[src/rtl/pmcwr_map.svh]
// Register map, field positions and reset values of the warning block.
`ifndef PMCWR_MAP_SVH
`define PMCWR_MAP_SVH

// Register indices; the byte address is four times the index.
`define PMCWR_WARN_IDX 8'h01
`define PMCWR_REGU_IDX 8'h02
`define PMCWR_IDX_TO_BYTE 2

// Warning register fields.
`define PMCWR_WARN_FLAG_BIT 7
`define PMCWR_WARN_ACK_BIT 6
`define PMCWR_WARN_IRQ_EN_BIT 5
`define PMCWR_WARN_LVL_LSB 0
`define PMCWR_WARN_LVL_W 2

// Regulator register fields.
`define PMCWR_BG_LP_EN_BIT 4
`define PMCWR_ISO_ACK_BIT 3
`define PMCWR_RUN_REG_BIT 2
`define PMCWR_BG_BUF_EN_BIT 0

// Reset values.
`define PMCWR_WARN_LVL_RST 2'h0
`define PMCWR_RUN_REG_RST 1'h1
`define PMCWR_REG_W 8

// AHB encodings.
`define PMCWR_HRESP_OKAY 1'h0
`define PMCWR_HRESP_ERROR 1'h1
`define PMCWR_HPROT_PRIV_BIT 1

`endif

[src/rtl/pmcwr_pkg.sv]
// Types shared by the warning and regulator register block.
package pmcwr_pkg;

    typedef enum logic [5:0] {
        PMCWR_S_IDLE = 6'h01,
        PMCWR_S_WR = 6'h02,
        PMCWR_S_RD = 6'h04,
        PMCWR_S_RDOUT = 6'h08,
        PMCWR_S_ERR1 = 6'h10,
        PMCWR_S_ERR2 = 6'h20
    } pmcwr_state_t;

    typedef logic [7:0] pmcwr_byte_t;

endpackage

[src/rtl/pmcwr_sync.sv]
// Two-flop synchroniser for levels arriving from the analog side.
`timescale 1ns/1ps
module pmcwr_sync #(
    parameter int WIDTH = 2,
    parameter logic [WIDTH-1:0] RST_VAL = '0
) (
    input wire logic hclk,
    input wire logic rst_n,
    input wire logic [WIDTH-1:0] async_in,
    output logic [WIDTH-1:0] sync_out
);
    logic [WIDTH-1:0] meta_r;
    logic [WIDTH-1:0] sync_r;

    always_ff @(posedge hclk or negedge rst_n) begin
        // A per-bit reset value keeps a level that idles high from
        // dipping low until the first real sample has passed through.
        if (!rst_n) begin
            meta_r <= RST_VAL;
            sync_r <= RST_VAL;
        end else begin
            meta_r <= async_in;
            sync_r <= meta_r;
        end
    end

    assign sync_out = sync_r;
endmodule

[src/rtl/pmcwr_flag.sv]
// Sticky warning flag set on a falling supply crossing.
`timescale 1ns/1ps
module pmcwr_flag (
    input wire logic hclk,
    input wire logic rst_n,
    input wire logic below_trip,
    input wire logic clear,
    output logic flag
);
    logic prev_r;
    logic prev_nxt;
    logic flag_r;
    logic flag_nxt;
    logic set_evt;

    // The previous level resets low, so a supply that is already below the
    // trip point right after reset counts as a crossing.
    always_comb begin
        prev_nxt = below_trip;
        set_evt = below_trip & ~prev_r;
        flag_nxt = flag_r;
        if (set_evt) begin
            flag_nxt = 1'b1;
        end else if (clear) begin
            flag_nxt = 1'b0;
        end
    end

    always_ff @(posedge hclk or negedge rst_n) begin
        if (!rst_n) begin
            prev_r <= 1'b0;
            flag_r <= 1'b0;
        end else begin
            prev_r <= prev_nxt;
            flag_r <= flag_nxt;
        end
    end

    assign flag = flag_r;
endmodule

[src/rtl/pmcwr_regs.sv]
// Warning and regulator status/control registers behind an AHB-Lite slave.
//
// The AHB-Lite interface to the registers is this design's own decision.
`timescale 1ns/1ps
`include "pmcwr_map.svh"
module pmcwr_regs (
    input wire logic hclk,
    input wire logic hresetn,
    input wire logic por_n,
    input wire logic hsel,
    input wire logic [31:0] haddr,
    input wire logic [1:0] htrans,
    input wire logic hwrite,
    input wire logic [2:0] hsize,
    input wire logic [3:0] hprot,
    input wire logic [31:0] hwdata,
    input wire logic hready,
    output logic hreadyout,
    output logic hresp,
    output logic [31:0] hrdata,
    input wire logic supply_below_warn,
    input wire logic regulator_in_run,
    input wire logic isolation_set,
    input wire logic [1:0] detect_level_sel,
    output logic warn_irq,
    output logic [3:0] warn_trip_level,
    output logic isolation_hold,
    output logic bandgap_buffer_en,
    output logic bandgap_lowpower_en
);
    import pmcwr_pkg::*;

    function automatic logic [31:0] idx_to_addr(input logic [7:0] idx);
        idx_to_addr = {22'h0, idx, 2'h0};
    endfunction

    function automatic logic addr_hit(input logic [31:0] a,
                                      input logic [7:0] idx);
        addr_hit = (a == idx_to_addr(idx));
    endfunction

    // Analog levels cross into the bus clock through two flops.
    // The run level resets high so the status bit keeps its reset value
    // until the pin is seen; the warning level resets low for the edge.
    logic [1:0] analog_sync;

    pmcwr_sync #(
        .WIDTH(2),
        .RST_VAL(2'h2)
    ) u_sync (
        .hclk(hclk),
        .rst_n(hresetn),
        .async_in({regulator_in_run, supply_below_warn}),
        .sync_out(analog_sync)
    );

    logic below_s;
    logic run_s;
    assign below_s = analog_sync[0];
    assign run_s = analog_sync[1];

    // Bus front end.
    pmcwr_state_t state_r;
    pmcwr_state_t state_nxt;
    logic [31:0] addr_r;
    logic [31:0] addr_nxt;
    logic hreadyout_r;
    logic hreadyout_nxt;
    logic hresp_r;
    logic hresp_nxt;
    logic [31:0] hrdata_r;
    logic [31:0] hrdata_nxt;

    logic take;
    logic take_wr;
    logic take_rd;
    logic priv;
    logic wr_commit;
    logic hit_warn_w;
    logic hit_regu_w;
    logic hit_warn_r;
    logic hit_regu_r;

    // Register state.
    logic warn_flag;
    logic warn_clear;
    logic warn_irq_en_r;
    logic warn_irq_en_nxt;
    logic [1:0] warn_level_sel_r;
    logic [1:0] warn_level_sel_nxt;
    logic iso_r;
    logic iso_nxt;
    logic run_r;
    logic run_nxt;
    logic bg_buf_r;
    logic bg_buf_nxt;
    logic bg_lp_r;
    logic bg_lp_nxt;
    logic warn_irq_r;
    logic warn_irq_nxt;
    logic [3:0] trip_r;
    logic [3:0] trip_nxt;
    pmcwr_byte_t warn_rd;
    pmcwr_byte_t regu_rd;
    pmcwr_byte_t wbyte;

    assign take = hsel & htrans[1] & hready;
    assign take_wr = take & hwrite;
    assign take_rd = take & ~hwrite;
    assign priv = hprot[`PMCWR_HPROT_PRIV_BIT];
    assign wr_commit = (state_r == PMCWR_S_WR) & hready;
    assign wbyte = hwdata[7:0];

    always_comb begin
        hit_warn_w = 1'b0;
        hit_regu_w = 1'b0;
        if (addr_hit(addr_r, `PMCWR_WARN_IDX)) begin
            hit_warn_w = wr_commit;
        end else if (addr_hit(addr_r, `PMCWR_REGU_IDX)) begin
            hit_regu_w = wr_commit;
        end
    end

    always_comb begin
        hit_warn_r = 1'b0;
        hit_regu_r = 1'b0;
        if (addr_hit(addr_r, `PMCWR_WARN_IDX)) begin
            hit_warn_r = 1'b1;
        end else if (addr_hit(addr_r, `PMCWR_REGU_IDX)) begin
            hit_regu_r = 1'b1;
        end
    end

    // A new address phase is accepted in every state where the slave
    // shows ready, so transfers may follow back to back.
    always_comb begin
        state_nxt = state_r;
        addr_nxt = addr_r;
        hreadyout_nxt = 1'b1;
        hresp_nxt = `PMCWR_HRESP_OKAY;
        hrdata_nxt = hrdata_r;
        case (state_r)
            PMCWR_S_RD: begin
                // Read data is fetched one cycle late so a write just
                // committed is already visible.
                hrdata_nxt = 32'h0;
                if (hit_warn_r) begin
                    hrdata_nxt = {24'h0, warn_rd};
                end else if (hit_regu_r) begin
                    hrdata_nxt = {24'h0, regu_rd};
                end
                state_nxt = PMCWR_S_RDOUT;
            end
            PMCWR_S_ERR1: begin
                hresp_nxt = `PMCWR_HRESP_ERROR;
                state_nxt = PMCWR_S_ERR2;
            end
            default: begin
                state_nxt = PMCWR_S_IDLE;
                if (take_wr && !priv) begin
                    hreadyout_nxt = 1'b0;
                    hresp_nxt = `PMCWR_HRESP_ERROR;
                    state_nxt = PMCWR_S_ERR1;
                end else if (take_wr) begin
                    addr_nxt = haddr;
                    state_nxt = PMCWR_S_WR;
                end else if (take_rd) begin
                    addr_nxt = haddr;
                    hreadyout_nxt = 1'b0;
                    state_nxt = PMCWR_S_RD;
                end
            end
        endcase
    end

    always_ff @(posedge hclk or negedge hresetn) begin
        if (!hresetn) begin
            state_r <= PMCWR_S_IDLE;
            addr_r <= 32'h0;
            hreadyout_r <= 1'b1;
            hresp_r <= `PMCWR_HRESP_OKAY;
            hrdata_r <= 32'h0;
        end else begin
            state_r <= state_nxt;
            addr_r <= addr_nxt;
            hreadyout_r <= hreadyout_nxt;
            hresp_r <= hresp_nxt;
            hrdata_r <= hrdata_nxt;
        end
    end

    // Warning flag: hardware set wins over a same-cycle acknowledge.
    assign warn_clear = hit_warn_w & wbyte[`PMCWR_WARN_ACK_BIT];

    pmcwr_flag u_flag (
        .hclk(hclk),
        .rst_n(hresetn),
        .below_trip(below_s),
        .clear(warn_clear),
        .flag(warn_flag)
    );

    // Read views; the warning acknowledge bit and reserved bits return zero; the isolation acknowledge bit reads the hold state.
    always_comb begin
        warn_rd = 8'h0;
        warn_rd[`PMCWR_WARN_FLAG_BIT] = warn_flag;
        warn_rd[`PMCWR_WARN_IRQ_EN_BIT] = warn_irq_en_r;
        warn_rd[1:0] = warn_level_sel_r;
        regu_rd = 8'h0;
        regu_rd[`PMCWR_BG_LP_EN_BIT] = bg_lp_r;
        regu_rd[`PMCWR_ISO_ACK_BIT] = iso_r;
        regu_rd[`PMCWR_RUN_REG_BIT] = run_r;
        regu_rd[`PMCWR_BG_BUF_EN_BIT] = bg_buf_r;
    end

    // Chip-reset domain control bits.
    always_comb begin
        warn_irq_en_nxt = warn_irq_en_r;
        iso_nxt = iso_r;
        bg_buf_nxt = bg_buf_r;
        bg_lp_nxt = bg_lp_r;
        run_nxt = run_s;
        if (hit_warn_w) begin
            warn_irq_en_nxt = wbyte[`PMCWR_WARN_IRQ_EN_BIT];
        end
        if (hit_regu_w) begin
            bg_buf_nxt = wbyte[`PMCWR_BG_BUF_EN_BIT];
            bg_lp_nxt = wbyte[`PMCWR_BG_LP_EN_BIT];
        end
        if (isolation_set) begin
            iso_nxt = 1'b1;
        end else if (hit_regu_w && wbyte[`PMCWR_ISO_ACK_BIT]) begin
            iso_nxt = 1'b0;
        end
        // The interrupt follows the flag level, so a stale power-up flag
        // fires as soon as the enable is set unless software acknowledges it first.
        warn_irq_nxt = warn_flag & warn_irq_en_r;
        trip_nxt = {detect_level_sel, warn_level_sel_r};
    end

    always_ff @(posedge hclk or negedge hresetn) begin
        if (!hresetn) begin
            warn_irq_en_r <= 1'b0;
            iso_r <= 1'b0;
            run_r <= `PMCWR_RUN_REG_RST;
            bg_buf_r <= 1'b0;
            bg_lp_r <= 1'b0;
            warn_irq_r <= 1'b0;
            trip_r <= 4'h0;
        end else begin
            warn_irq_en_r <= warn_irq_en_nxt;
            iso_r <= iso_nxt;
            run_r <= run_nxt;
            bg_buf_r <= bg_buf_nxt;
            bg_lp_r <= bg_lp_nxt;
            warn_irq_r <= warn_irq_nxt;
            trip_r <= trip_nxt;
        end
    end

    // The level select survives every reset except power-on.
    always_comb begin
        warn_level_sel_nxt = warn_level_sel_r;
        if (hit_warn_w) begin
            warn_level_sel_nxt = wbyte[1:0];
        end
    end

    always_ff @(posedge hclk or negedge por_n) begin
        if (!por_n) begin
            warn_level_sel_r <= `PMCWR_WARN_LVL_RST;
        end else begin
            warn_level_sel_r <= warn_level_sel_nxt;
        end
    end

    assign hreadyout = hreadyout_r;
    assign hresp = hresp_r;
    assign hrdata = hrdata_r;
    assign warn_irq = warn_irq_r;
    assign warn_trip_level = trip_r;
    assign isolation_hold = iso_r;
    assign bandgap_buffer_en = bg_buf_r;
    assign bandgap_lowpower_en = bg_lp_r;

endmodule

[config.mk]
export PLATFORM = sky130hd
export DESIGN_NAME = pmcwr_regs
export DESIGN_NICKNAME = d
export VERILOG_FILES = /design/src/rtl/pmcwr_pkg.sv /design/src/rtl/pmcwr_sync.sv /design/src/rtl/pmcwr_flag.sv /design/src/rtl/pmcwr_regs.sv
export VERILOG_INCLUDE_DIRS = /design/src /design/src/rtl
export SDC_FILE = /design/constraint.sdc
export NUM_CORES = 1
export LEC_CHECK = 0
export BUFFER_PORTS_ARGS = -buffer_cell sky130_fd_sc_hd__buf_2
export CAP_MARGIN = 10
export CORE_ASPECT_RATIO = 0.8
export CORE_MARGIN = 10
export CORE_UTILIZATION = 49
export CTS_BUF_LIST = sky130_fd_sc_hd__clkbuf_4 sky130_fd_sc_hd__clkbuf_8
export DETAILED_ROUTE_END_ITERATION = 10
export PLACE_DENSITY = 0.83
export SLEW_MARGIN = 20
export SYNTH_ARGS = -nofsm -noshare
export SYNTH_HDL_FRONTEND = slang
export SYNTH_SLANG_ARGS = --single-unit
[constraint.sdc]
create_clock -name hclk -period 2.33 [get_ports hclk]
set_clock_uncertainty 0.15 [all_clocks]
set_input_delay 0.1165 -clock hclk [delete_from_list [all_inputs] [get_ports hclk]]
set_output_delay 0.1165 -clock hclk [all_outputs]
set_load 0.02 [all_outputs]
# Yosys cells after proc, flatten, opt, wreduce, memory -nomap -nowiden
# Index checks and enable logic that the tools add are counted.
dict set report totals {
  inputBits 84
  register_bits 90
}
dict set report op_classes {
  n_reduce_logical 8
  muxes 24
  eq_ne 5
  n_bitwise 12
}
# cell count
set op_table {}
lappend op_table {{$mux 32} 2}
lappend op_table {{$eq 32x3->1 const B} 1}
lappend op_table {{$eq 32x4->1 const B} 1}
lappend op_table {{$mux 1} 15}
lappend op_table {{$pmux 6 s2} 1}
lappend op_table {{$mux 5} 2}
lappend op_table {{$and 1x1->1} 8}
lappend op_table {{$mux 8} 1}
lappend op_table {{$eq 6x2->1 const B} 1}
lappend op_table {{$eq 6x3->1 const B} 1}
lappend op_table {{$eq 6x5->1 const B} 1}
lappend op_table {{$mux 3} 2}
lappend op_table {{$reduce_bool 2->1} 3}
lappend op_table {{$not 1->1} 4}
lappend op_table {{$reduce_and 3->1} 1}
lappend op_table {{$logic_and 1x1->1} 2}
lappend op_table {{$pmux 1 s2} 1}
lappend op_table {{$reduce_or 2->1} 1}
lappend op_table {{$logic_not 1->1} 1}

# Longest topological paths before layout
# Gate-level depths: netlist of the first run.
dict set report logic_depth {
  depth_word 7
  ltp_mapped 6
  mapped_depth_nobuf 4
}

# By module
# A second synthesis of the first run with hierarchy kept.
dict set report unflattened {
  cells_unflattened 198
  area_unflattened_um2 2845.2
}
# mod seq_area_each_um2 cells_per_inst area_per_inst_um2 n_inst
set by_module_without_submodules {}
lappend by_module_without_submodules {pmcwr_regs 1480.2 189 2672.6 1}
lappend by_module_without_submodules {pmcwr_sync 102.6 4 102.6 1}
lappend by_module_without_submodules {pmcwr_flag 50.0 5 70.1 1}

# Least setup slack after synthesis of the first run
# Ideal clock, no wire load.
dict set report synth_path {
  kind {register -> register}
  from {register state_r[3]}
  to {register addr_r[10]}
  t_required_ns 2.055
  slack_ns 0.235
  stages_incl_launch_ff 7
  synth_period_minus_slack_ns 2.095
  arrival_ns 1.819
  path_cell_list {dfrtp_1 or4_4 o2111ai_4 nor2b_2 buf_6 buf_6 mux2_4}
}
dict set report synth_via {
  elab_chain_cells 4
}
# element line
set synth_lines {}
lappend synth_lines {{start, declared} pmcwr_regs.sv:63} ;# pmcwr_state_t state_r;
lappend synth_lines {{start signal, assigned} pmcwr_regs.sv:184} ;# state_r <= state_nxt;
lappend synth_lines {{$eq 6x5->1 / $eq 6x3->1 (equally long branches)} pmcwr_regs.sv:142} ;# case (state_r)
lappend synth_lines {{$reduce_or 2->1 (no line) (*)} n/a}
lappend synth_lines {{$not 1->1 (no line) (*)} n/a}
lappend synth_lines {{$reduce_and 3->1 (no line) (*)} n/a}
lappend synth_lines {{end signal, assigned} pmcwr_regs.sv:185} ;# addr_r <= addr_nxt;
lappend synth_lines {{end, declared} pmcwr_regs.sv:65} ;# logic [31:0] addr_r;
# Mark *: on every way between the ends. The rest lies on a longest branch, timed or not.
# A chain may end at the register's enable or synchronous reset.

# Worst setup path in the final report of the first run
dict set report layout_path {
  from {register addr_r[25]}
  to {register warn_level_sel_r[0]}
}
dict set report layout_via {
  elab_chain_cells 2
}
# element line
set layout_lines {}
lappend layout_lines {{$eq 32x3->1} pmcwr_regs.sv:39} ;# addr_hit = (a == idx_to_addr(idx));
lappend layout_lines {{$mux 1} pmcwr_regs.sv:117} ;# if (addr_hit(addr_r, `PMCWR_WARN_IDX)) begin
lappend layout_lines {{end signal, assigned} pmcwr_regs.sv:271} ;# warn_level_sel_r <= `PMCWR_WARN_LVL_RST;
lappend layout_lines {{end signal, assigned} pmcwr_regs.sv:273} ;# warn_level_sel_r <= warn_level_sel_nxt;
lappend layout_lines {{end, declared} pmcwr_regs.sv:89} ;# logic [1:0] warn_level_sel_r;
# Every way passes these cells.

==> impl_metrics.py, run 1 <==
metrics = {
    "clock_tree": {
        "ctsLongestPathBuffers": 2,
        "clk_pin_slew_ps": 70,
        "numCtsBuffers": 9,
        "insertion_delay_ps": 340,
        "cts_sinks": 65,
        "root_buffer": "clkbuf_8",
        "h-tree-depth": 3,
        "cts_tree": "done",
    },
    "finish": {
        "finalNetCount": 410,
        "fin_util": 0.712,
        "drive_above_1_share": 0.429,
        "fillCellCount": 389,
        "antenna_cells": 0,
        "syn2layout_area_growth_pct": 39.2,
        "finalNonFillerCells": 409,
        "multi_input_area_mm2": 0.00103,
        "regArea_mm2": 0.00163,
    },
    "timing": {
        "slew_viol_final": 0,
        "setup_viol": 0,
        "fmax_mhz": 448,
        "slew_headroom": 0.514,
        "finalHoldWorstSlack_ps": 200,
        "hold_viol": 0,
        "setup-tns-final_ps": 0,
        "min_period_ps": 2230,
        "rsz0062_at_grt": "no",
        "fin_crit_sh": 0.958,
        "tightest_slew_ps": 729,
    },
    "yosys": {
        "syn_avg_cell_area_um2": 14.5,
        "synth_commonest_cells": "dfrtp_1, mux2_4, buf_4, nor4_1",
        "netlist_instances": 194,
        "yosysWarnings": 0,
        "ys_seq_elements": 65,
        "seq_area_frac_synth": 0.581,
        "ys.flop_type": "dfrtp_1",
        "synth-edff-count": 0,
        "synth_top_cell_area_share": 0.534,
        "synth_area_leader_cell": "dfrtp_1",
        "synth.area.top_cells": "dfrtp_1, mux2_4, buf_4",
        "netlist_area_mm2": 0.00281,
        "synth.most_common_cell": "dfrtp_1",
        "async_flop_share": 1.00,
        "yosysUniqueCellTypes": 28,
    },
    "die": {
        "start_util": 0.511,
        "dieArea_mm2": 0.00918,
        "core-area_mm2": 0.00550,
        "rows": 24,
        "fp.dieH_um": 87.7,
        "die_x_um": 105,
        "ios": 126,
    },
    "detailed_routing": {
        "via_count": 1886,
        "viasPerCell": 4.61,
        "routed_wl_um": 6760,
        "avgRoutedWirePerCell_um": 16.5,
        "drtAntennaViolNets": 0,
        "drt-pass1-iter-count": 4,
        "drcViolationCount": 0,
        "drt_iter0_markers": 63,
    },
    "critical_path": {
        "r2r_cells": 5,
        "required_ps": 2410,
        "crit_path_start_kind": "register",
        "path_class": "register to register",
        "worst-path-max-fanout": 6,
        "endpoint_kind": "register",
        "rrSetupSlack_ps": 100,
        "arrival_ps": 2310,
        "r2r-start": "addr_r[25]",
        "r2r_end": "warn_level_sel_r[0]",
    },
    "power": {
        "vdd_drop_max_v": 0.000460,
        "leakage_uw": 0.00190,
        "p_per_area_mw_per_mm2": 701,
    },
    "global_routing": {
        "grt_pass1_vias": 2233,
        "overflow": 0,
        "grt_pass1_wl_um": 11100,
        "grt_max_degree": 34,
        "grt_util_all_layers": 0.152,
        "antenna_found_initial": 0,
    },
    "outcome": {
        "status": "finished, final reports clean",
    },
    "min_path": {
        "holdPathEnd": "u_sync.sync_out[0]",
        "hp-start": "u_sync.meta_r[0]",
        "hold_class": "register to register",
        "holdPathStages": 0,
    },
    "placement": {
        "placedCellCount": 338,
        "dp_hpwl_um": 4460,
        "gp_congestion": 0.816,
        "io_buffers": 67,
    },
    "flow_run": {
        "drv_cap": 0,
    },
}
-- critical path, stage by stage (launching register included) --
cell,delay [ps]
dfrtp_1,380
nor4_1,400
nand4_1,320
nor4_1,370
buf_4,180
mux2_2,320
-- kinds of logic after synthesis --
group,after synthesis,share of synthesized area
other,1,0.00133
multiplexers,38,0.192
AND/OR/NAND/NOR,45,0.0948
flip-flops,65,0.581
XOR/XNOR,1,0.00312
AO/OA/AOI/OAI,12,0.0401
buffers and inverters,32,0.0873
-- registers in the layout, summed over array words and instances, names as in the netlist, 2 cells and up --
signal and flops:
addr_r 32, hrdata 7, state_r 6, u_sync.meta_r 2, u_sync.sync_out 2, warn_level_sel_r 2, warn_trip_level 4
-- per-layer routing --
metal,GRT usage,vias up,wire [um]
met5,0,-,0
met4,0.0908,0,239
met3,0.0580,22,453
met2,0.262,69,3400
met1,0.158,901,2670
li1,-,894,-
-- report_power, final --
| part | switching (uW) | total [uW] | internal [uW] |
|---|---|---|---|
| registers | 83.9 | 1350 | 1260 |
| clock network | 402 | 957 | 556 |
| logic | 162 | 436 | 275 |
| total | 647 | 2740 | 2090 |
-- what timing repair did --
action                                  in CTS  in global routing
endpoints found under the setup margin       0                  3
gates resized for setup                      0                  0
hold buffers                                54                  0
endpoints found under the hold margin       81                  0
buffers inserted                             0                  1
-- worst max-delay path by stage --
stage | slack, ps | cells after the start | from | endpoint
floorplan | 240 | 6 | state_r[3] | addr_r[10]
global placement | 170 | 5 | addr_r[18] | warn_level_sel_r[0]
detailed placement | 90 | 5 | addr_r[25] | warn_level_sel_r[0]
CTS | 90 | 5 | addr_r[25] | warn_level_sel_r[0]
global route | 5 | 5 | addr_r[25] | warn_irq_en_r
finish | 100 | 5 | addr_r[25] | warn_level_sel_r[0]
-- layout make-up --
cell class              instances  share of cell area
clock buffers                  13              0.0409
clock inverters                 3              0.0102
inverters                       2             0.00192
multi-input cells             121               0.263
flip-flops and latches         65               0.417
well taps                      78              0.0250
repair buffers                127               0.242
-- cells in the final DEF (no fill, tap or decap), drive strengths merged --
cell and count:
nand2 3, nor4 10, xnor2 1, mux2 38, nor2 7, clkinv 2
or4 2, dfstp 5, dlygate4sd3 54, nor3 4, buf 73, dfrtp 60
inv 2, nand4 3, a31o 6, clkbuf 13, o2111ai 1, a21o 1
a31oi 1, nor3b 1, o22ai 2, bufinv 1, conb 25, and2 1
nand2b 5, a22oi 1, nor2b 9
-- per-stage QoR --
step / worst slack (ps) / instance area (um^2) / total power [uW]
2_1_floorplan: 235 / 2900 / 1640
3_3_place_gp: 171 / 3160 / 1710
3_5_place_dp: 88.1 / 3160 / 1720
4_1_cts: 85.9 / 3900 / 2760
5_1_grt: 5.20 / 3910 / 2870
6_report: 97.0 / 3910 / 2740
Power figures use the tool's default switching activity.
==> run 2: changes to the inputs <==
- CORE_ASPECT_RATIO: 0.8 -> not set
==> impl_metrics.py, run 2 (synthesis gave the netlist of run 1 again) <==
metrics = {
    "clock_tree": {
        "h-tree-depth": 3,
        "numCtsBuffers": 9,
        "insertion_delay_ps": 340,
        "cts_tree": "done",
        "clk_pin_slew_ps": 80,
        "cts_sinks": 65,
        "ctsLongestPathBuffers": 2,
        "root_buffer": "clkbuf_8",
    },
    "global_routing": {
        "grt_max_degree": 36,
        "grt_pass1_vias": 2127,
        "overflow": 0,
        "grt_pass1_wl_um": 10500,
        "grt_util_all_layers": 0.151,
        "antenna_found_initial": 0,
    },
    "placement": {
        "pre_cts_slack_ps": -157,
        "io_buffers": 67,
        "dp_hpwl_um": 4380,
        "gp_congestion": 0.730,
    },
    "die": {
        "core-area_mm2": 0.00554,
        "dieArea_mm2": 0.00916,
        "die_x_um": 95.7,
        "fp.dieH_um": 95.7,
        "ios": 126,
        "start_util": 0.507,
        "rows": 27,
    },
    "detailed_routing": {
        "drtAntennaViolNets": 0,
        "drt-pass1-iter-count": 4,
        "routed_wl_um": 6580,
        "viasPerCell": 4.75,
        "drcViolationCount": 0,
        "drt_iter0_markers": 59,
        "avgRoutedWirePerCell_um": 16.3,
        "via_count": 1919,
    },
    "finish": {
        "syn2layout_area_growth_pct": 39.5,
        "regMostFlops": "addr_r",
        "antenna_cells": 0,
        "largest_reg_flops": 32,
        "mostFrequentLayoutCell": "buf_2",
        "fillCellCount": 394,
        "drive_above_1_share": 0.449,
        "finalNetCount": 411,
        "layout_common_cells": "buf_2, dfrtp_1, dlygate4sd3_1",
    },
    "power": {
        "p_sw_uw": 654,
        "p_per_area_mw_per_mm2": 718,
        "p_int_uw": 2160,
        "p_seq_frac": 0.482,
        "swShare": 0.232,
        "clock_power_share": 0.364,
        "leakage_uw": 0.00192,
        "pwr-share-comb": 0.154,
        "vdd_drop_max_v": 0.000487,
        "finalPower_uw": 2810,
    },
    "outcome": {
        "status": "finished, final reports clean",
    },
    "timing": {
        "fmax_mhz": 451,
        "setup_viol": 0,
        "rsz0062_at_grt": "no",
        "slew_viol_final": 0,
        "tightest_slew_ps": 658,
        "hold_viol": 0,
        "finalHoldWorstSlack_ps": 20.9,
        "slew_headroom": 0.560,
        "min_period_ps": 2220,
        "setup_ws_ps": 110,
        "fin_crit_sh": 0.953,
    },
    "critical_path": {
        "path_class": "register to register",
        "required_ps": 2400,
        "crit_start": "addr_r[26]",
        "rrSetupSlack_ps": 110,
        "r2r-start": "addr_r[26]",
        "crit_path_start_kind": "register",
        "arrival_ps": 2290,
        "endpoint_kind": "register",
        "worst-path-max-fanout": 7,
    },
    "flow_run": {
        "drv_cap": 0,
    },
    "min_path": {
        "hp-start": "hwdata[3]",
        "hold_class": "input pin to register",
    },
}
-- run 2: per-layer routing --
metal  GRT usage  wire (um)  part of all wire  up-vias
met5           0          0                 0        -
met4      0.0663         90             0.014        0
met3      0.0498        507             0.077       11
met2       0.274       3530              0.54       60
met1       0.157       2450              0.37      945
li1            -          -                 -      903
-- run 2: area by class of cell --
class,instances,area (um^2),area share
sequential,65,1630,0.417
multi-input combinational,122,1050,0.267
timing repair buffer,127,921,0.235
clock buffer,14,186,0.0476
tap,72,90.1,0.0230
clock inverter,2,35.0,0.00894
inverter,2,7.51,0.00192
-- run 2: worst max-delay path: stages (launching register included) --
cell,delay [ps]
dfrtp_1,390
nor4_1,400
nand4_1,150
buf_4,190
nor4_1,300
buf_4,180
mux2_2,330
-- run 2: through the flow --
stage                     utilization  area, um^2  TNS (ps)  std cells
after floorplan                     -        2900         0        218
after global placement          0.573        3170     -1370        336
after detailed placement        0.573        3170     -2980        336
after CTS                       0.704        3900         0        402
after global routing            0.708        3920         0        404
final                           0.708        3920         0        404
-- run 2: final timing paths --
path                       depth (start not counted)                   to
setup / recovery                                   6  bandgap_lowpower_en
max in group asynchronous                          3     u_sync.meta_r[1]
setup reg to reg                                   6  bandgap_lowpower_en
min in group asynchronous                          2           addr_r[23]
hold reg to reg                                    0   u_sync.sync_out[0]
hold / removal                                     4       isolation_hold
-- run 2: what timing repair did --
| action | CTS | global route |
|---|---|---|
| cloned | 1 | 0 |
| resized for setup | 1 | 1 |
| pin swaps | 0 | 2 |
| setup endpoints to repair | 32 | 6 |
| endpoints found under the hold margin | 76 | 0 |
| buffers inserted | 0 | 2 |
| hold buffers | 49 | 0 |
-- run 2: power groups by stage --
| stage | Combinational [uW] | Clock (uW) | Sequential, uW |
|---|---|---|---|
| final | 434 | 1020 | 1360 |
| after global routing | 469 | 1090 | 1370 |
| after CTS | 429 | 1050 | 1350 |
| after detailed placement | 364 | 0 | 1360 |
| after global placement | 349 | 0 | 1360 |
| after floorplan | 295 | 0 | 1340 |
